[src/rtl/drive_ctl_defines.vh]
`ifndef DRIVE_CTL_DEFINES_VH
`define DRIVE_CTL_DEFINES_VH
// Clock period in picoseconds (250 MHz)
`define CLK_PERIOD_PS 4000
// Track range
`define TRACK_MAX 10'd639
`define TRACK_ZERO 10'd0
// Least step spacing, in ns
`define STEP_SPACING_NS 500
// Settled drop delay after first step, in ns
`define SETTLE_DROP_NS 500
`define SETTLE_DROP_CYC ((`SETTLE_DROP_NS * 1000) / `CLK_PERIOD_PS)
// Least settled-low time, in us
`define SETTLE_LOW_US 10000
`define SETTLE_LOW_CYC ((`SETTLE_LOW_US * 1000) / (`CLK_PERIOD_PS / 1000))
// Deselect time that clears the record-error flag, in us
`define DESEL_CLR_US 50
`define DESEL_CLR_CYC ((`DESEL_CLR_US * 1000) / (`CLK_PERIOD_PS / 1000))
// Automatic record-error clear delay, in us
`define ERR_CLR_US 2000
`define ERR_CLR_CYC ((`ERR_CLR_US * 1000) / (`CLK_PERIOD_PS / 1000))
// Power-up phase default lengths, in cycles
`define SPIN_UP_CYC 32'd1000
`define UNLOCK_CYC 32'd100
`endif

[src/rtl/pin_sync3.v]
`timescale 1ns/1ps
// Three-stage synchroniser; output changes when stages two and three agree
module pin_sync3 #(
  parameter WIDTH = 1
) (
  input wire core_clk,
  input wire srst,
  input wire [WIDTH-1:0] pin_in,
  output wire [WIDTH-1:0] level_out
);
  reg [WIDTH-1:0] s1_q;
  reg [WIDTH-1:0] s2_q;
  reg [WIDTH-1:0] s3_q;
  reg [WIDTH-1:0] lvl_q;
  genvar i;

  //////////////////////////////////////////////////////////////////////////
  // Sampling chain
  always @(posedge core_clk)
  begin
    if (srst)
    begin
      s1_q <= {WIDTH{1'b0}};
      s2_q <= {WIDTH{1'b0}};
      s3_q <= {WIDTH{1'b0}};
    end
    else
    begin
      s1_q <= pin_in;
      s2_q <= s1_q;
      s3_q <= s2_q;
    end
  end

  // Per-bit agreement filter
  generate
    for (i = 0; i < WIDTH; i = i + 1)
    begin : g_bit
      always @(posedge core_clk)
      begin
        if (srst)
          lvl_q[i] <= 1'b0;
        else if (s2_q[i] == s3_q[i])
          lvl_q[i] <= s3_q[i];
      end
    end
  endgenerate

  assign level_out = lvl_q;
endmodule // pin_sync3

[src/rtl/drive_seek_ctl.v]
`timescale 1ns/1ps
`include "drive_ctl_defines.vh"
// Function
// - After supplies good, spin up, release lock, then move heads to track 000.
// - React to step, direction, head and record inputs only when our jumpered select line is active.
// - Status outputs toward controller only while this unit is selected.
// - Each accepted step moves heads one track per direction level, two if accepted in the cycle a pending move completes.
// - Direction asserted means inward; negated means outward toward track 000.
// - Step pulses at 0.5 us spacing are all counted while record enable is off, none lost.
// - Positioning-settled asserts only after heads settle on final track.
// - Binary head number picks one of 2 heads for read and write.
// - Motion starts on step rising edge; direction set 100 ns before.
// - Settled drops about 500 ns after first step; stays low at least 10 ms.
// - Error clears after 50 us deselect, else once no cause is active and fault_cause has been low 2 ms.
// - Track count 000..639; motion stops at either extreme.
module drive_seek_ctl #(
  parameter [1:0] UNIT_ID = 2'd0,
  parameter [31:0] SPIN_UP_CYC = `SPIN_UP_CYC,
  parameter [31:0] UNLOCK_CYC = `UNLOCK_CYC,
  parameter [31:0] SETTLE_LOW_CYC = `SETTLE_LOW_CYC,
  parameter [31:0] DESEL_CLR_CYC = `DESEL_CLR_CYC,
  parameter [31:0] ERR_CLR_CYC = `ERR_CLR_CYC,
  parameter [31:0] MOVE_CYC = 32'd16
) (
  input wire core_clk,
  input wire srst,
  input wire power_good,
  input wire speed_ok,
  input wire [3:0] unit_select,
  input wire step_in,
  input wire dir_in,
  input wire head_choice,
  input wire record_enable,
  input wire fault_cause,
  input wire flux_pattern_input,
  input wire [1:0] head_read_data,
  output reg spindle_run,
  output reg lock_release,
  output reg [1:0] head_write_en,
  output reg [1:0] head_write_data,
  output reg flux_pattern_output,
  output reg [9:0] track_pos,
  output wire ready_out,
  output wire settled_out,
  output wire track0_out,
  output wire rec_error_out,
  output wire selected_out
);
  localparam [3:0] ST_SPIN = 4'b0001;
  localparam [3:0] ST_UNLOCK = 4'b0010;
  localparam [3:0] ST_HOME = 4'b0100;
  localparam [3:0] ST_RUN = 4'b1000;
  localparam [31:0] DROP_CYC = `SETTLE_DROP_CYC;

  wire [7:0] sync_out;
  wire sel_s;
  wire step_s;
  wire dir_s;
  wire rec_s;
  wire head_s;
  wire act;
  wire step_rise;
  reg step_prev_q;
  reg [3:0] state_q;
  reg [31:0] tmr_q;
  reg [9:0] pend_q;
  reg pend_dir_q;
  reg [31:0] move_q;
  reg settled_q;
  reg seeking_q;
  reg [31:0] drop_q;
  reg [31:0] low_q;
  reg err_q;
  reg [31:0] desel_q;
  reg [31:0] errclr_q;

  //////////////////////////////////////////////////////////////////////////
  // Pin inputs from the cable
  pin_sync3 #(
    .WIDTH(8)
  ) u_sync (
    .core_clk(core_clk),
    .srst(srst),
    .pin_in({unit_select, step_in, dir_in, record_enable, head_choice}),
    .level_out(sync_out)
  );

  assign sel_s = sync_out[4 + UNIT_ID];
  assign step_s = sync_out[3];
  assign dir_s = sync_out[2];
  assign rec_s = sync_out[1];
  assign head_s = sync_out[0];
  assign act = sel_s && (state_q == ST_RUN);
  assign step_rise = step_s && !step_prev_q;

  //////////////////////////////////////////////////////////////////////////
  // Outputs gated by selection
  assign selected_out = sel_s;
  assign ready_out = sel_s && (state_q == ST_RUN);
  assign settled_out = sel_s && settled_q;
  assign track0_out = sel_s && (track_pos == `TRACK_ZERO);
  assign rec_error_out = sel_s && err_q;

  //////////////////////////////////////////////////////////////////////////
  // Power-up sequence and positioner
  always @(posedge core_clk)
  begin
    if (srst)
    begin
      state_q <= ST_SPIN;
      tmr_q <= 32'd0;
      spindle_run <= 1'b0;
      lock_release <= 1'b0;
      track_pos <= `TRACK_MAX;
      pend_q <= 10'd0;
      pend_dir_q <= 1'b0;
      move_q <= 32'd0;
      step_prev_q <= 1'b0;
    end
    else
    begin
      step_prev_q <= step_s;
      case (state_q)
        ST_SPIN:
        begin
          if (power_good)
          begin
            spindle_run <= 1'b1;
            if (speed_ok && tmr_q >= SPIN_UP_CYC)
            begin
              state_q <= ST_UNLOCK;
              tmr_q <= 32'd0;
            end
            else
              tmr_q <= tmr_q + 32'd1;
          end
        end
        ST_UNLOCK:
        begin
          lock_release <= 1'b1;
          if (tmr_q >= UNLOCK_CYC)
          begin
            state_q <= ST_HOME;
            tmr_q <= 32'd0;
          end
          else
            tmr_q <= tmr_q + 32'd1;
        end
        ST_HOME:
        begin
          // Walk outward one track per move time; dwell one more on 000
          if (tmr_q >= MOVE_CYC)
          begin
            tmr_q <= 32'd0;
            if (track_pos == `TRACK_ZERO)
              state_q <= ST_RUN;
            else
              track_pos <= track_pos - 10'd1;
          end
          else
            tmr_q <= tmr_q + 32'd1;
        end
        ST_RUN:
        begin
          if (!power_good)
            state_q <= ST_SPIN;
          // Buffer each accepted step; a new step lands every fourth cycle at most
          if (act && !rec_s && step_rise)
          begin
            pend_dir_q <= dir_s;
            if (move_q == 32'd0 && pend_q == 10'd0)
              pend_q <= 10'd1;
            else if (pend_q != 10'h3ff)
              pend_q <= pend_q + 10'd1;
          end
          if (pend_q != 10'd0)
          begin
            if (move_q >= MOVE_CYC)
            begin
              move_q <= 32'd0;
              if (!(act && !rec_s && step_rise))
                pend_q <= pend_q - 10'd1;
              if (pend_dir_q && track_pos != `TRACK_MAX)
                track_pos <= track_pos + 10'd1;
              else if (!pend_dir_q && track_pos != `TRACK_ZERO)
                track_pos <= track_pos - 10'd1;
            end
            else
              move_q <= move_q + 32'd1;
          end
        end
        default:
          state_q <= ST_SPIN;
      endcase
    end
  end

  //////////////////////////////////////////////////////////////////////////
  // Positioning-settled indication
  always @(posedge core_clk)
  begin
    if (srst)
    begin
      settled_q <= 1'b0;
      seeking_q <= 1'b0;
      drop_q <= 32'd0;
      low_q <= 32'd0;
    end
    else if (state_q != ST_RUN)
    begin
      settled_q <= 1'b0;
      seeking_q <= 1'b0;
      low_q <= 32'd0;
    end
    else if (!seeking_q && act && !rec_s && step_rise)
    begin
      seeking_q <= 1'b1;
      drop_q <= 32'd0;
      low_q <= 32'd0;
    end
    else if (seeking_q)
    begin
      if (drop_q < DROP_CYC)
        drop_q <= drop_q + 32'd1;
      else
        settled_q <= 1'b0;
      if (!settled_q || drop_q >= DROP_CYC)
        low_q <= low_q + 32'd1;
      if (pend_q == 10'd0 && low_q >= SETTLE_LOW_CYC)
      begin
        seeking_q <= 1'b0;
        settled_q <= 1'b1;
      end
    end
    else
      settled_q <= 1'b1;
  end

  //////////////////////////////////////////////////////////////////////////
  // Record-error flag
  always @(posedge core_clk)
  begin
    if (srst)
    begin
      err_q <= 1'b0;
      desel_q <= 32'd0;
      errclr_q <= 32'd0;
    end
    else
    begin
      desel_q <= sel_s ? 32'd0 :
        ((desel_q <= DESEL_CLR_CYC) ? desel_q + 32'd1 : desel_q);
      errclr_q <= fault_cause ? 32'd0 :
        ((errclr_q <= ERR_CLR_CYC) ? errclr_q + 32'd1 : errclr_q);
      // A new cause wins over any clear
      if (fault_cause || (act && rec_s && !settled_q))
        err_q <= 1'b1;
      else if (desel_q > DESEL_CLR_CYC)
        err_q <= 1'b0;
      else if (errclr_q >= ERR_CLR_CYC)
        err_q <= 1'b0;
    end
  end

  //////////////////////////////////////////////////////////////////////////
  // Head routing for read and write
  always @(posedge core_clk)
  begin
    if (srst)
    begin
      head_write_en <= 2'b00;
      head_write_data <= 2'b00;
      flux_pattern_output <= 1'b0;
    end
    else
    begin
      head_write_en <= 2'b00;
      head_write_data <= 2'b00;
      flux_pattern_output <= 1'b0;
      if (act && rec_s && settled_q && !err_q)
      begin
        head_write_en[head_s] <= 1'b1;
        head_write_data[head_s] <= flux_pattern_input;
      end
      else if (act && !rec_s && settled_q)
        flux_pattern_output <= head_read_data[head_s];
    end
  end
endmodule // drive_seek_ctl

[config.mk]
export PLATFORM = sky130hd
export DESIGN_NAME = drive_seek_ctl
export DESIGN_NICKNAME = d
export VERILOG_FILES = /design/src/rtl/pin_sync3.v /design/src/rtl/drive_seek_ctl.v
export VERILOG_INCLUDE_DIRS = /design/src /design/src/rtl
export SDC_FILE = /design/constraint.sdc
export NUM_CORES = 1
export LEC_CHECK = 0
export ABC_CLOCK_PERIOD_IN_PS = 8000
export CORE_MARGIN = 2
export CORE_UTILIZATION = 30
export CTS_CLUSTER_DIAMETER = 100
export DETAILED_ROUTE_END_ITERATION = 6
export DONT_BUFFER_PORTS = 1
export PLACE_DENSITY = 0.46
export SYNTH_ARGS = -nofsm -noshare
export SYNTH_HDL_FRONTEND = slang
export SYNTH_SLANG_ARGS = --single-unit
[constraint.sdc]
create_clock -name core_clk -period 8 [get_ports core_clk]
set_clock_uncertainty 0.1 [all_clocks]
set_input_delay 1.2 -clock core_clk [delete_from_list [all_inputs] [get_ports core_clk]]
set_output_delay 1.2 -clock core_clk [all_outputs]
set_load 0.03 [all_outputs]
==> impl_results.md <==
* Chip width at 196 um
* Fin Setup TNS at 0 ns
* Worst setup SP type: flop
* Worst-Skew Late Latency at 0.58 ns
* Initial drt markers at 481
* Commonest non-fill, non-tap cell in the layout: dfxtp_1
* Max cap viols at 0
* Post-synthesis async set-or-reset flop share at 0
* Antenna cells at 0
* Post-synth top area cell: dfxtp_1
* RSZ-0062 raised after global routing: no
* WS Path Type: reg2out
* Power per cell area at 209 nW/um^2
* Max_slew headroom at 0.251
* Synthesized Nets at 1322
* WL/cell at 14.0 um
* Ys flop type: dfxtp_1
* Reg clk slew, reported paths at 0.06 ns
* Clock buffer depth at 3
* Final setup viols at 0
* Hold Fails Final Rpt at 0
* Router iterations before antenna repair at 5
* Post-synthesis sequential area ratio at 0.450
* CTS Buf Count at 31
* Filler instances at 3804
* Syn. warnings at 0
* Area Overhead vs Synth at 12.9%
* Gpl congestion at 0.762
* Slew Viols, Final at 0
* Vias at 8693
* Final wirelength at 24900 um
* HP Class: reg2reg
* Fin crit period at 3.60 ns
* Number of global-route vias before repair at 8265
* Die area at 38300 sq um
* Worst-margin pin slew at 1.12 ns
* Root Buffer: clkbuf_16
* Critical path endpoint category: primary output
* Leak Pwr at 4.31 nW
* CTS tree: done
* Number of enable flip-flop cells after synthesis at 0
* Hold_buf cts at 0
* Total congestion overflow at 0
* Core area at 36400 sq um
* Synth Instances at 1288
* ANT nets after route at 0
* Nets at 1319
* Commonest cells after routing, fill and taps aside: dfxtp_1 (248), nor2_1 (193), nand2_1 (93)
* First-pass GRT wire length at 42100 um
* Syn Area/Cell at 8.56 sq um
* Port Buffers at 0
* Syn Std Cell Area at 11000 sq um
* Post-synthesis cell type count at 75
* Final period util at 0.450
* Synth top area cells: dfxtp_1 (45%), nor2_1 (6.6%), xor2_1 (4.8%)
* Fraction of layout cells with a size suffix above 1 at 0.0543
* Crit path arrival time at 2.30 ns
* Row count at 70
* Starting Density at 0.303
* Clk sinks at 248
* Antenna violations before repair at 0
* Die H at 196 um
* Status: completed
* Post-DP HPWL at 16500 um
* F_max at 0.278 GHz
* Io pins at 38
* CTS-repair resized insts at 0
* Post-synth top area share at 0.450
* Vias per inst at 4.89
* H-tree depth at 1
* Worst endpoint required time at 6.70 ns
* Postcts setup bufs at 0
* Largest net degree at the start of global routing at 65
* All-Layer GR Usage at 0.131
* Worst vdd ir at 0.161 mV
* DRC Markers at 0
* Yosys reg bits at 248
* Final core utilization at 0.342
* Max FO, Critical Path at 10
==> synth_stat cells, types with 7 or more instances <==
cell and instances:
a41oi_1 7, nand2b_1 7, nand2_1 93, ha_1 18
nor4_1 36, and3_1 31, clkbuf_1 31, mux2i_1 12
a31oi_1 15, a21oi_1 58, or3_1 20, o21a_1 8
and2_1 51, dfxtp_1 248, nor2b_1 28, xor2_1 60
and4_1 14, nor3_1 48, nor2_1 193, or4_1 7
nand3b_1 7, inv_1 43, xnor2_1 32, nand3_1 59
nand4_1 39, o21ai_0 37
==> flip-flops by register name, indices dropped and copies added (netlist names) <==
signal and cells:
move_q 32, errclr_q 32, seeking_q 1, step_prev_q 1
pend_dir_q 1, lock_release 1, u_sync.s2_q 5, track_pos 10
pend_q 10, drop_q 32, flux_pattern_output 1, tmr_q 32
head_write_data 2, spindle_run 1, err_q 1, state_q 4
settled_q 1, desel_q 32, u_sync.level_out 5, u_sync.s3_q 5
low_q 32, u_sync.s1_q 5, head_write_en 2
==> area by class of cell <==
class	count	area [sq um]	area share
inverters	44	165	0.0133
well taps	468	586	0.0470
clock inverters	5	50.0	0.00402
clock buffers	51	921	0.0740
flip-flops and latches	248	4960	0.399
repair buffers	7	52.6	0.00422
multi-input cells	953	5710	0.459
==> metrics by stage <==
stage	power (mW)	worst slack, ns	hold WS, ns	std cells	instance area [sq um]
5_1_grt	2.72	4.25	0.354	1776	12400
6_report	2.60	4.40	0.335	1776	12400
3_5_place_dp	1.31	4.90	0.326	1720	11500
4_1_cts	2.66	4.36	0.340	1776	12400
3_3_place_gp	1.31	4.92	0.327	1720	11500
2_1_floorplan	1.30	5.02	0.314	1288	11000
==> logic make-up (layout without fill, tap and decap cells) <==
| family | after synthesis | count (layout) | share of synthesized area |
|---|---|---|---|
| buf+inv | 87 | 107 | 0.0322 |
| fa+ha+maj | 18 | 18 | 0.0204 |
| xor+xnor | 92 | 92 | 0.0731 |
| compound gates | 164 | 164 | 0.0948 |
| simple gates | 666 | 666 | 0.317 |
| mux | 13 | 13 | 0.0119 |
| flops | 248 | 248 | 0.450 |
==> critical path, stage by stage (launching register included) <==
cell,delay [ns]
dfxtp_1,0.49
or4_1,0.67
nor2_1,0.19
and3_1,0.39
==> worst paths after layout <==
| kind | depth (start not counted) | startpoint | slack, ns | endpoint |
|---|---|---|---|---|
| hold reg to reg | 1 | u_sync.s1_q[1] | 0.33 | u_sync.s2_q[1] |
| setup / recovery | 3 | track_pos[2] | 4.40 | track0_out |
| setup reg to reg | 8 | state_q[1] | 4.86 | track_pos[8] |
| hold / removal | 1 | u_sync.s1_q[1] | 0.33 | u_sync.s2_q[1] |
==> where the power goes <==
| group | switching [mW] | leakage (nW) | total, mW | internal (mW) |
|---|---|---|---|---|
| Clock | 0.542 | 0.475 | 1.33 | 0.783 |
| Sequential | 0.00562 | 2.00 | 1.25 | 1.24 |
| Combinational | 0.0209 | 1.83 | 0.0308 | 0.00992 |
| Total | 0.569 | 4.31 | 2.60 | 2.04 |
==> metal layers <==
metal | wire length, um | track usage | part of all wire
met4 | 476 | 0.0401 | 0.019
met1 | 12700 | 0.185 | 0.51
met3 | 1120 | 0.0273 | 0.045
met5 | 0 | 0 | 0
met2 | 10600 | 0.200 | 0.42
Power figures use the tool's default switching activity.
